==> src/hw/refresh_timer_map.vh <==
// Purpose: register offsets, field positions and counts for the refresh timer
// Assumes: 32-bit register port, byte addresses
// Notes: definitions only
`ifndef REFRESH_TIMER_MAP_VH
`define REFRESH_TIMER_MAP_VH

`define RT_ADDR_W 8
`define RT_OFS_CTRL_STATUS 8'h00
`define RT_OFS_COUNTER 8'h04
`define RT_OFS_LIMIT 8'h08
`define RT_OFS_REFRESH_CTRL 8'h0C
`define RT_OFS_WAIT_STATUS 8'h10

`define RT_WRITE_KEY 16'hA55A
`define RT_KEY_LSB 16

`define RT_BIT_MATCH_FLAG 7
`define RT_BIT_MATCH_IRQ_EN 6
`define RT_CKS_MSB 5
`define RT_CKS_LSB 3
`define RT_BURST_MSB 2
`define RT_BURST_LSB 0
`define RT_BIT_REFRESH_EN 0

`define RT_CKS_STOP 3'h0
`define RT_PRESCALE_W 11
`define RT_WAIT_TERMINAL 7'h7F
`define RT_RESET_CTRL 8'h00

`endif

==> src/hw/count_clock_divider.v <==
// Purpose: prescaler giving one-cycle count enables for the refresh counter
// Assumes: clk is the bus clock
// Notes: code 000 and the unlisted 001/111 give no tick
`timescale 1ns/1ps
module count_clock_divider (
    input wire clk,         // bus clock
    input wire sys_rst,     // async reset, active high
    input wire [2:0] sel,   // count clock select
    output reg tick         // one-cycle count enable
);
`include "refresh_timer_map.vh"

reg [`RT_PRESCALE_W-1:0] pre_reg;

// a free-running prescaler is cheaper than one per ratio; first tick phase varies
always @(posedge clk or posedge sys_rst) begin
    if (sys_rst) begin
        pre_reg <= {`RT_PRESCALE_W{1'b0}};
        tick <= 1'b0;
    end else begin
        pre_reg <= pre_reg + 11'h001;
        case (sel)
            3'h2: tick <= (pre_reg[3:0] == 4'hF);
            3'h3: tick <= (pre_reg[5:0] == 6'h3F);
            3'h4: tick <= (pre_reg[7:0] == 8'hFF);
            3'h5: tick <= (pre_reg[9:0] == 10'h3FF);
            3'h6: tick <= (pre_reg == 11'h7FF);
            default: tick <= 1'b0;
        endcase
    end
end

endmodule

==> src/hw/sdram_refresh_interval_timer.v <==
// Purpose: refresh interval timer with key-guarded registers and reset wait
// Assumes: single 250 MHz clock used as bus clock and external bus clock
// Notes: sequencer acknowledges each request with a one-cycle done pulse
//
// Operation
// - clock select picks counter divider
// - burst field gives one to eight refreshes
// - 8-bit counter steps on each tick
// - counter wraps after 255
// - match sets flag, clears counter
// - writes need key in upper half, except refresh control at 0x0C
// - guarded reads return zero upper half
// - match with enable posts held request
// - second match does not queue request
// - match interrupt held until flag cleared; here it also drops when the enable bit is written zero
// - flag clear leaves refresh request alone
// - limit is 8 bits, upper zero
// - 7-bit wait counter stops at 127
// - bus access held while waiting
// - wait counter invisible to software
// - flag clears by zero after read one
//
// Decided for this implementation: strobed register access and the register addresses.
`timescale 1ns/1ps
module sdram_refresh_interval_timer (
    input wire clk,                    // bus clock, 250 MHz
    input wire sys_rst,                // async reset, active high
    input wire [7:0] reg_addr,         // register byte address
    input wire [31:0] reg_wdata,       // write data
    input wire reg_wr,                 // write strobe
    input wire reg_rd,                 // read strobe
    output reg [31:0] reg_rdata,       // read data, cycle after strobe
    input wire refresh_done,           // sequencer done pulse
    output reg refresh_req,            // refresh request level
    output reg [3:0] refresh_burst,    // refreshes per request
    output wire match_irq,             // match interrupt level
    output wire bus_access_hold        // high while reset wait runs
);
`include "refresh_timer_map.vh"

////////////////////////////////////////////////////////////////////////////////
// register state

reg match_flag_reg;
reg match_irq_enable_reg;
reg [2:0] count_clock_select_reg;
reg [2:0] refresh_burst_count_reg;
reg refresh_enable_reg;
reg [7:0] refresh_interval_counter_reg;
reg [7:0] refresh_interval_limit_reg;
reg flag_seen_one_reg;
reg [6:0] reset_wait_counter_reg;
reg [31:0] rdata_next;
wire tick;
wire match;
wire key_ok;
wire wr_ctrl;
wire wr_cnt;
wire wr_lim;
wire flag_clear;

function [3:0] burst_decode;
    input [2:0] code;
    begin
        case (code)
            3'h0: burst_decode = 4'h1;
            3'h1: burst_decode = 4'h2;
            3'h2: burst_decode = 4'h4;
            3'h3: burst_decode = 4'h6;
            3'h4: burst_decode = 4'h8;
            default: burst_decode = 4'h1; // prohibited codes fall back to one
        endcase
    end
endfunction

function [31:0] guarded_word;
    input [7:0] low;
    begin
        guarded_word = {24'h00_0000, low};
    end
endfunction

////////////////////////////////////////////////////////////////////////////////
// prescaler

count_clock_divider divider (
    .clk(clk),
    .sys_rst(sys_rst),
    .sel(count_clock_select_reg),
    .tick(tick)
);

////////////////////////////////////////////////////////////////////////////////
// write decode

assign key_ok = (reg_wdata[31:`RT_KEY_LSB] == `RT_WRITE_KEY);
assign wr_ctrl = reg_wr && key_ok && (reg_addr == `RT_OFS_CTRL_STATUS);
assign wr_cnt = reg_wr && key_ok && (reg_addr == `RT_OFS_COUNTER);
assign wr_lim = reg_wr && key_ok && (reg_addr == `RT_OFS_LIMIT);

// zero write counts only after a read that saw the flag set
assign flag_clear = wr_ctrl && !reg_wdata[`RT_BIT_MATCH_FLAG]
                    && flag_seen_one_reg;

assign match = tick && (refresh_interval_counter_reg == refresh_interval_limit_reg);

////////////////////////////////////////////////////////////////////////////////
// control register

always @(posedge clk or posedge sys_rst) begin
    if (sys_rst) begin
        match_irq_enable_reg <= 1'b0;
        count_clock_select_reg <= `RT_CKS_STOP;
        refresh_burst_count_reg <= 3'h0;
        refresh_enable_reg <= 1'b0;
        refresh_interval_limit_reg <= `RT_RESET_CTRL;
    end else begin
        if (wr_ctrl) begin
            match_irq_enable_reg <= reg_wdata[`RT_BIT_MATCH_IRQ_EN];
            count_clock_select_reg <= reg_wdata[`RT_CKS_MSB:`RT_CKS_LSB];
            refresh_burst_count_reg <= reg_wdata[`RT_BURST_MSB:`RT_BURST_LSB];
        end
        if (wr_lim) begin
            refresh_interval_limit_reg <= reg_wdata[7:0];
        end
        // refresh enable has no key: it stands in for the sdram control register
        if (reg_wr && reg_addr == `RT_OFS_REFRESH_CTRL) begin
            refresh_enable_reg <= reg_wdata[`RT_BIT_REFRESH_EN];
        end
    end
end

////////////////////////////////////////////////////////////////////////////////
// interval counter and match flag

always @(posedge clk or posedge sys_rst) begin
    if (sys_rst) begin
        refresh_interval_counter_reg <= 8'h00;
    end else if (wr_cnt) begin
        refresh_interval_counter_reg <= reg_wdata[7:0];
    end else if (match) begin
        refresh_interval_counter_reg <= 8'h00;
    end else if (tick) begin
        // natural 8-bit wrap from 255 to 0
        refresh_interval_counter_reg <= refresh_interval_counter_reg + 8'h01;
    end
end

always @(posedge clk or posedge sys_rst) begin
    if (sys_rst) begin
        match_flag_reg <= 1'b0;
        flag_seen_one_reg <= 1'b0;
    end else begin
        if (match) begin
            match_flag_reg <= 1'b1; // set wins over clear
        end else if (flag_clear) begin
            match_flag_reg <= 1'b0;
        end
        if (reg_rd && reg_addr == `RT_OFS_CTRL_STATUS && match_flag_reg) begin
            flag_seen_one_reg <= 1'b1;
        end else if (wr_ctrl) begin
            flag_seen_one_reg <= 1'b0;
        end
    end
end

assign match_irq = match_flag_reg && match_irq_enable_reg;

////////////////////////////////////////////////////////////////////////////////
// refresh request

always @(posedge clk or posedge sys_rst) begin
    if (sys_rst) begin
        refresh_req <= 1'b0;
        refresh_burst <= 4'h1;
    end else begin
        if (match && refresh_enable_reg) begin
            // an unserved request is simply kept, never stacked
            refresh_req <= 1'b1;
            refresh_burst <= burst_decode(refresh_burst_count_reg);
        end else if (refresh_done) begin
            refresh_req <= 1'b0;
        end
    end
end

////////////////////////////////////////////////////////////////////////////////
// reset wait counter, no register path

always @(posedge clk or posedge sys_rst) begin
    if (sys_rst) begin
        reset_wait_counter_reg <= 7'h00;
    end else if (reset_wait_counter_reg != `RT_WAIT_TERMINAL) begin
        reset_wait_counter_reg <= reset_wait_counter_reg + 7'h01;
    end
end

assign bus_access_hold = (reset_wait_counter_reg != `RT_WAIT_TERMINAL);

////////////////////////////////////////////////////////////////////////////////
// read path

always @* begin
    rdata_next = 32'h0000_0000;
    case (reg_addr)
        `RT_OFS_CTRL_STATUS: rdata_next = guarded_word({match_flag_reg, match_irq_enable_reg,
                                    count_clock_select_reg, refresh_burst_count_reg});
        `RT_OFS_COUNTER: rdata_next = guarded_word(refresh_interval_counter_reg);
        `RT_OFS_LIMIT: rdata_next = guarded_word(refresh_interval_limit_reg);
        `RT_OFS_REFRESH_CTRL: rdata_next = {31'h0000_0000, refresh_enable_reg};
        // wait counter deliberately absent; unmapped reads give zero
        default: rdata_next = 32'h0000_0000;
    endcase
end

always @(posedge clk or posedge sys_rst) begin
    if (sys_rst) begin
        reg_rdata <= 32'h0000_0000;
    end else if (reg_rd) begin
        reg_rdata <= rdata_next;
    end else begin
        reg_rdata <= 32'h0000_0000;
    end
end

endmodule

==> config.mk <==
export PLATFORM = sky130hd
export DESIGN_NAME = sdram_refresh_interval_timer
export DESIGN_NICKNAME = d
export VERILOG_FILES = /design/src/hw/count_clock_divider.v /design/src/hw/sdram_refresh_interval_timer.v
export VERILOG_INCLUDE_DIRS = /design/src /design/src/hw
export SDC_FILE = /design/constraint.sdc
export NUM_CORES = 1
export LEC_CHECK = 0
export ABC_AREA = 1
export CORE_ASPECT_RATIO = 1.2
export CORE_MARGIN = 2
export CORE_UTILIZATION = 64
export DETAILED_ROUTE_END_ITERATION = 12
export DONT_BUFFER_PORTS = 1
export PLACE_DENSITY = 0.8
export SYNTH_ARGS = -nofsm -noshare
export SYNTH_HDL_FRONTEND = slang
export SYNTH_SLANG_ARGS = --single-unit
==> constraint.sdc <==
create_clock -name clk -period 2.1 [get_ports clk]
set_input_delay 0.105 -clock clk [delete_from_list [all_inputs] [get_ports clk]]
set_output_delay 0.105 -clock clk [all_outputs]
set_load 0.01 [all_outputs]
==> flow_summary.toml <==
[clocking]
cts_buffer_depth = 2
cts_sinks = 58
cts_setup_buffers = 0
h-tree-depth = 3
cts_root_buffer = "clkbuf_8"
path_clk_slew_ns = 0.07
cts_tree = "built"
cts_buffers = 9
clkLatencyLatePin_ns = 0.34
cts_resized = 0
ctsHoldBuffers = 13

[finish]
post_route_cells_drive_above_1_share_pct = 10.8
nNetsFinal = 523
fill_cells = 437
areaGrowthSynthToFinish_pct = 9.64
final_core_util_pct = 72.2
n_antenna_cell = 0
largest_register_ffs = 11

[global_routing]
grt_overflow = 0
grt_pass1_wl_um = 11900
grt_usage_pct = 25.1
antenna_found_initial = 0
first_global_vias = 2762
grt_start_max_net_pins = 33

[pwr]
power-per-cell-area_mw_per_mm2 = 621
p_comb_share_pct = 4.6
switchingPower_uw = 527
p_int_mw = 1.81
switching_share_pct = 22.5
clockPowerShare_pct = 47.4
sequentialPowerShare_pct = 48.0
ir_worst_vdd_v = 0.000686
p_leak_nw = 2.04

[floorplan]
io_pins = 84
die_area_mm2 = 0.00598
rows = 29
core-area_mm2 = 0.00523
die_h_um = 84.3
die_w_um = 70.9
start_util_pct = 65.8

[setup_path]
r2r-start = "reset_wait_counter_reg[0]$_DFFE_PP0P_"
cp-startpoint = "reset_wait_counter_reg[0]$_DFFE_PP0P_"
cp_data_arrival_time_ns = 1.91
rr_endpoint = "reset_wait_counter_reg[5]$_DFFE_PP0P_"
reg2reg_depth = 8
critPathRequiredTime_ns = 2.33
cp-start-kind = "flop"
crit_end = "reset_wait_counter_reg[5]$_DFFE_PP0P_"
critPathKind = "flop to flop"
worstPathMaxFanout = 6
worst_setup_path_end_kind = "flop"
reg2reg_slack_ns = 0.41

[sta]
maxSlewViolCount = 0
worst_pin_slew_ns = 0.612
hold_viol = 0
fin_setup_tns_ns = 0
fin_skew_ns = 0.00593
max_freq_ghz = 0.592
finalSetupViolCount = 0
post-route-period-util_pct = 80.4
finalCriticalPeriod_ns = 1.69
rsz0062_at_grt = "no"
relSlewSlack_pct = 58.9

[yosys]
yosysTopAreaCell = "dfrtp_1"
synth.distinct_cells = 38
synth_edf_count = 0
yosys.area.top_type_share_pct = 41.5
syn_area_per_cell_um2 = 7.59
ys.flop_type = "dfrtp_1"
ys_seq_area_share_pct = 42.2
synth_area_leaders = "dfrtp_1 (41%), nand2_1 (16%), inv_1 (7.1%)"
synth_cells = 453
netlist_area_mm2 = 0.00344
synthArstFlopShare_pct = 100
yosysWarnings = 0
yosys_register_bits = 58

[run_status]
outcome = "completed"

[job]
drv_cap = 0

[worst_hold_path]
hp-class = "input pin to flop"

[drt]
detail-route-antenna-nets = 0
wl_per_cell_um = 12.7
drc = 0
viasPerCell = 5.21
dr_total_vias = 2825
routed_wl_um = 6870
firstDrtPassIters = 4
drtIter0Drc = 176

[place]
hpwl_um = 5140
globalplace.congestion = 0.882
io_buffer_count = 0
==> layer usage <==
layer | track usage, % | up-vias | routed length (um)
li1 | - | 1405 | -
met1 | 30.4 | 1300 | 2860
met2 | 44.0 | 106 | 3420
met3 | 3.96 | 14 | 441
met4 | 10.8 | 0 | 141
met5 | 0 | - | 0
==> cells in the mapped netlist (3+ instances only) <==
master	number
nand2_1	146
inv_1	65
dfrtp_1	57
nand3_1	39
nor2_1	29
buf_4	24
o21ai_2	10
xor2_1	9
nor3_1	7
xnor2_1	7
nand4_1	6
o21ai_0	6
o21ai_1	6
inv_2	5
ha_1	3
nand2_2	3
nor2_4	3
==> through the flow <==
step	cell area (um2)	std cells	power [mW]	setup slack, ns	hold WS (ns)
global placement	3430	513	1.23	0.493	0.0795
floorplan	3530	476	1.24	0.569	0.201
finish	3770	542	2.34	0.412	0.0872
global route	3770	542	2.41	0.256	0.120
detailed placement	3430	513	1.23	0.432	0.0951
CTS	3770	542	2.35	0.394	0.0854
==> placed cells by master (no fill, tap or decap), types with 2 or more instances in the layout <==
cell             n
a21oi_1          2
buf_4            4
bufinv_16        2
clkbuf_8         9
clkinv_2         3
conb_1          24
dfrtp_1         57
dlygate4sd3_1   13
ha_1             3
inv_1           64
inv_2            6
nand2_1        146
nand2_2          3
nand2_4          2
nand3_1         39
nand4_1          6
nor2_1          29
nor2_4           3
nor3_1           7
nor4_4           2
o21a_1           2
o21ai_0          6
o21ai_1          6
o21ai_2         10
xnor2_1          7
xor2_1           9
==> worst min path at each step <==
stage / from / end / depth (start not counted)
6_report: reg_addr[2] / reg_rdata[1]$_DFF_PP0_ / 5
3_3_place_gp: sys_rst / reg_rdata[4]$_DFF_PP0_ / 1
3_5_place_dp: sys_rst / reset_wait_counter_reg[1]$_DFFE_PP0P_ / 1
2_1_floorplan: refresh_done / refresh_req$_DFFE_PP0P_ / 1
4_1_cts: reg_addr[2] / reg_rdata[1]$_DFF_PP0_ / 5
5_1_grt: reg_addr[0] / reg_rdata[2]$_DFF_PP0_ / 5
==> logic make-up (layout without fill, tap and decap cells) <==
group	after synthesis	in the layout	share of synthesized area, %
flops	58	58	42.2
xor+xnor	16	16	4.07
buf+inv	100	104	14.1
simple gates	243	243	31.9
mux	1	1	0.327
compound gates	31	31	6.15
other cells	1	24	0.109
fa+ha+maj	3	3	1.09
==> worst max-delay path, cell delays in order (launching register included) <==
cell     delay, ns
dfrtp_1       0.41
ha_1          0.24
nand3_1       0.10
inv_1         0.08
nand4_1       0.25
nand3_1       0.18
nor2_1        0.13
nand2_1       0.07
xnor2_1       0.13
==> area by class of cell <==
type,instances,area (um2),share of cell area [%]
clock buffer,10,128,3.38
clock inverter,6,82.6,2.19
inverter,70,263,6.97
multi-input combinational,318,1590,42.1
sequential,58,1450,38.5
tap,62,77.6,2.06
timing repair buffer,18,180,4.78
==> power by group through the flow <==
stage / Sequential, mW / Clock [mW] / Combinational [mW]
6_report: 1.12 / 1.11 / 0.109
5_1_grt: 1.12 / 1.16 / 0.124
4_1_cts: 1.12 / 1.12 / 0.109
3_5_place_dp: 1.14 / 0 / 0.0841
3_3_place_gp: 1.14 / 0 / 0.0819
2_1_floorplan: 1.14 / 0 / 0.100
Note: power is estimated with default switching activity, not from simulation.
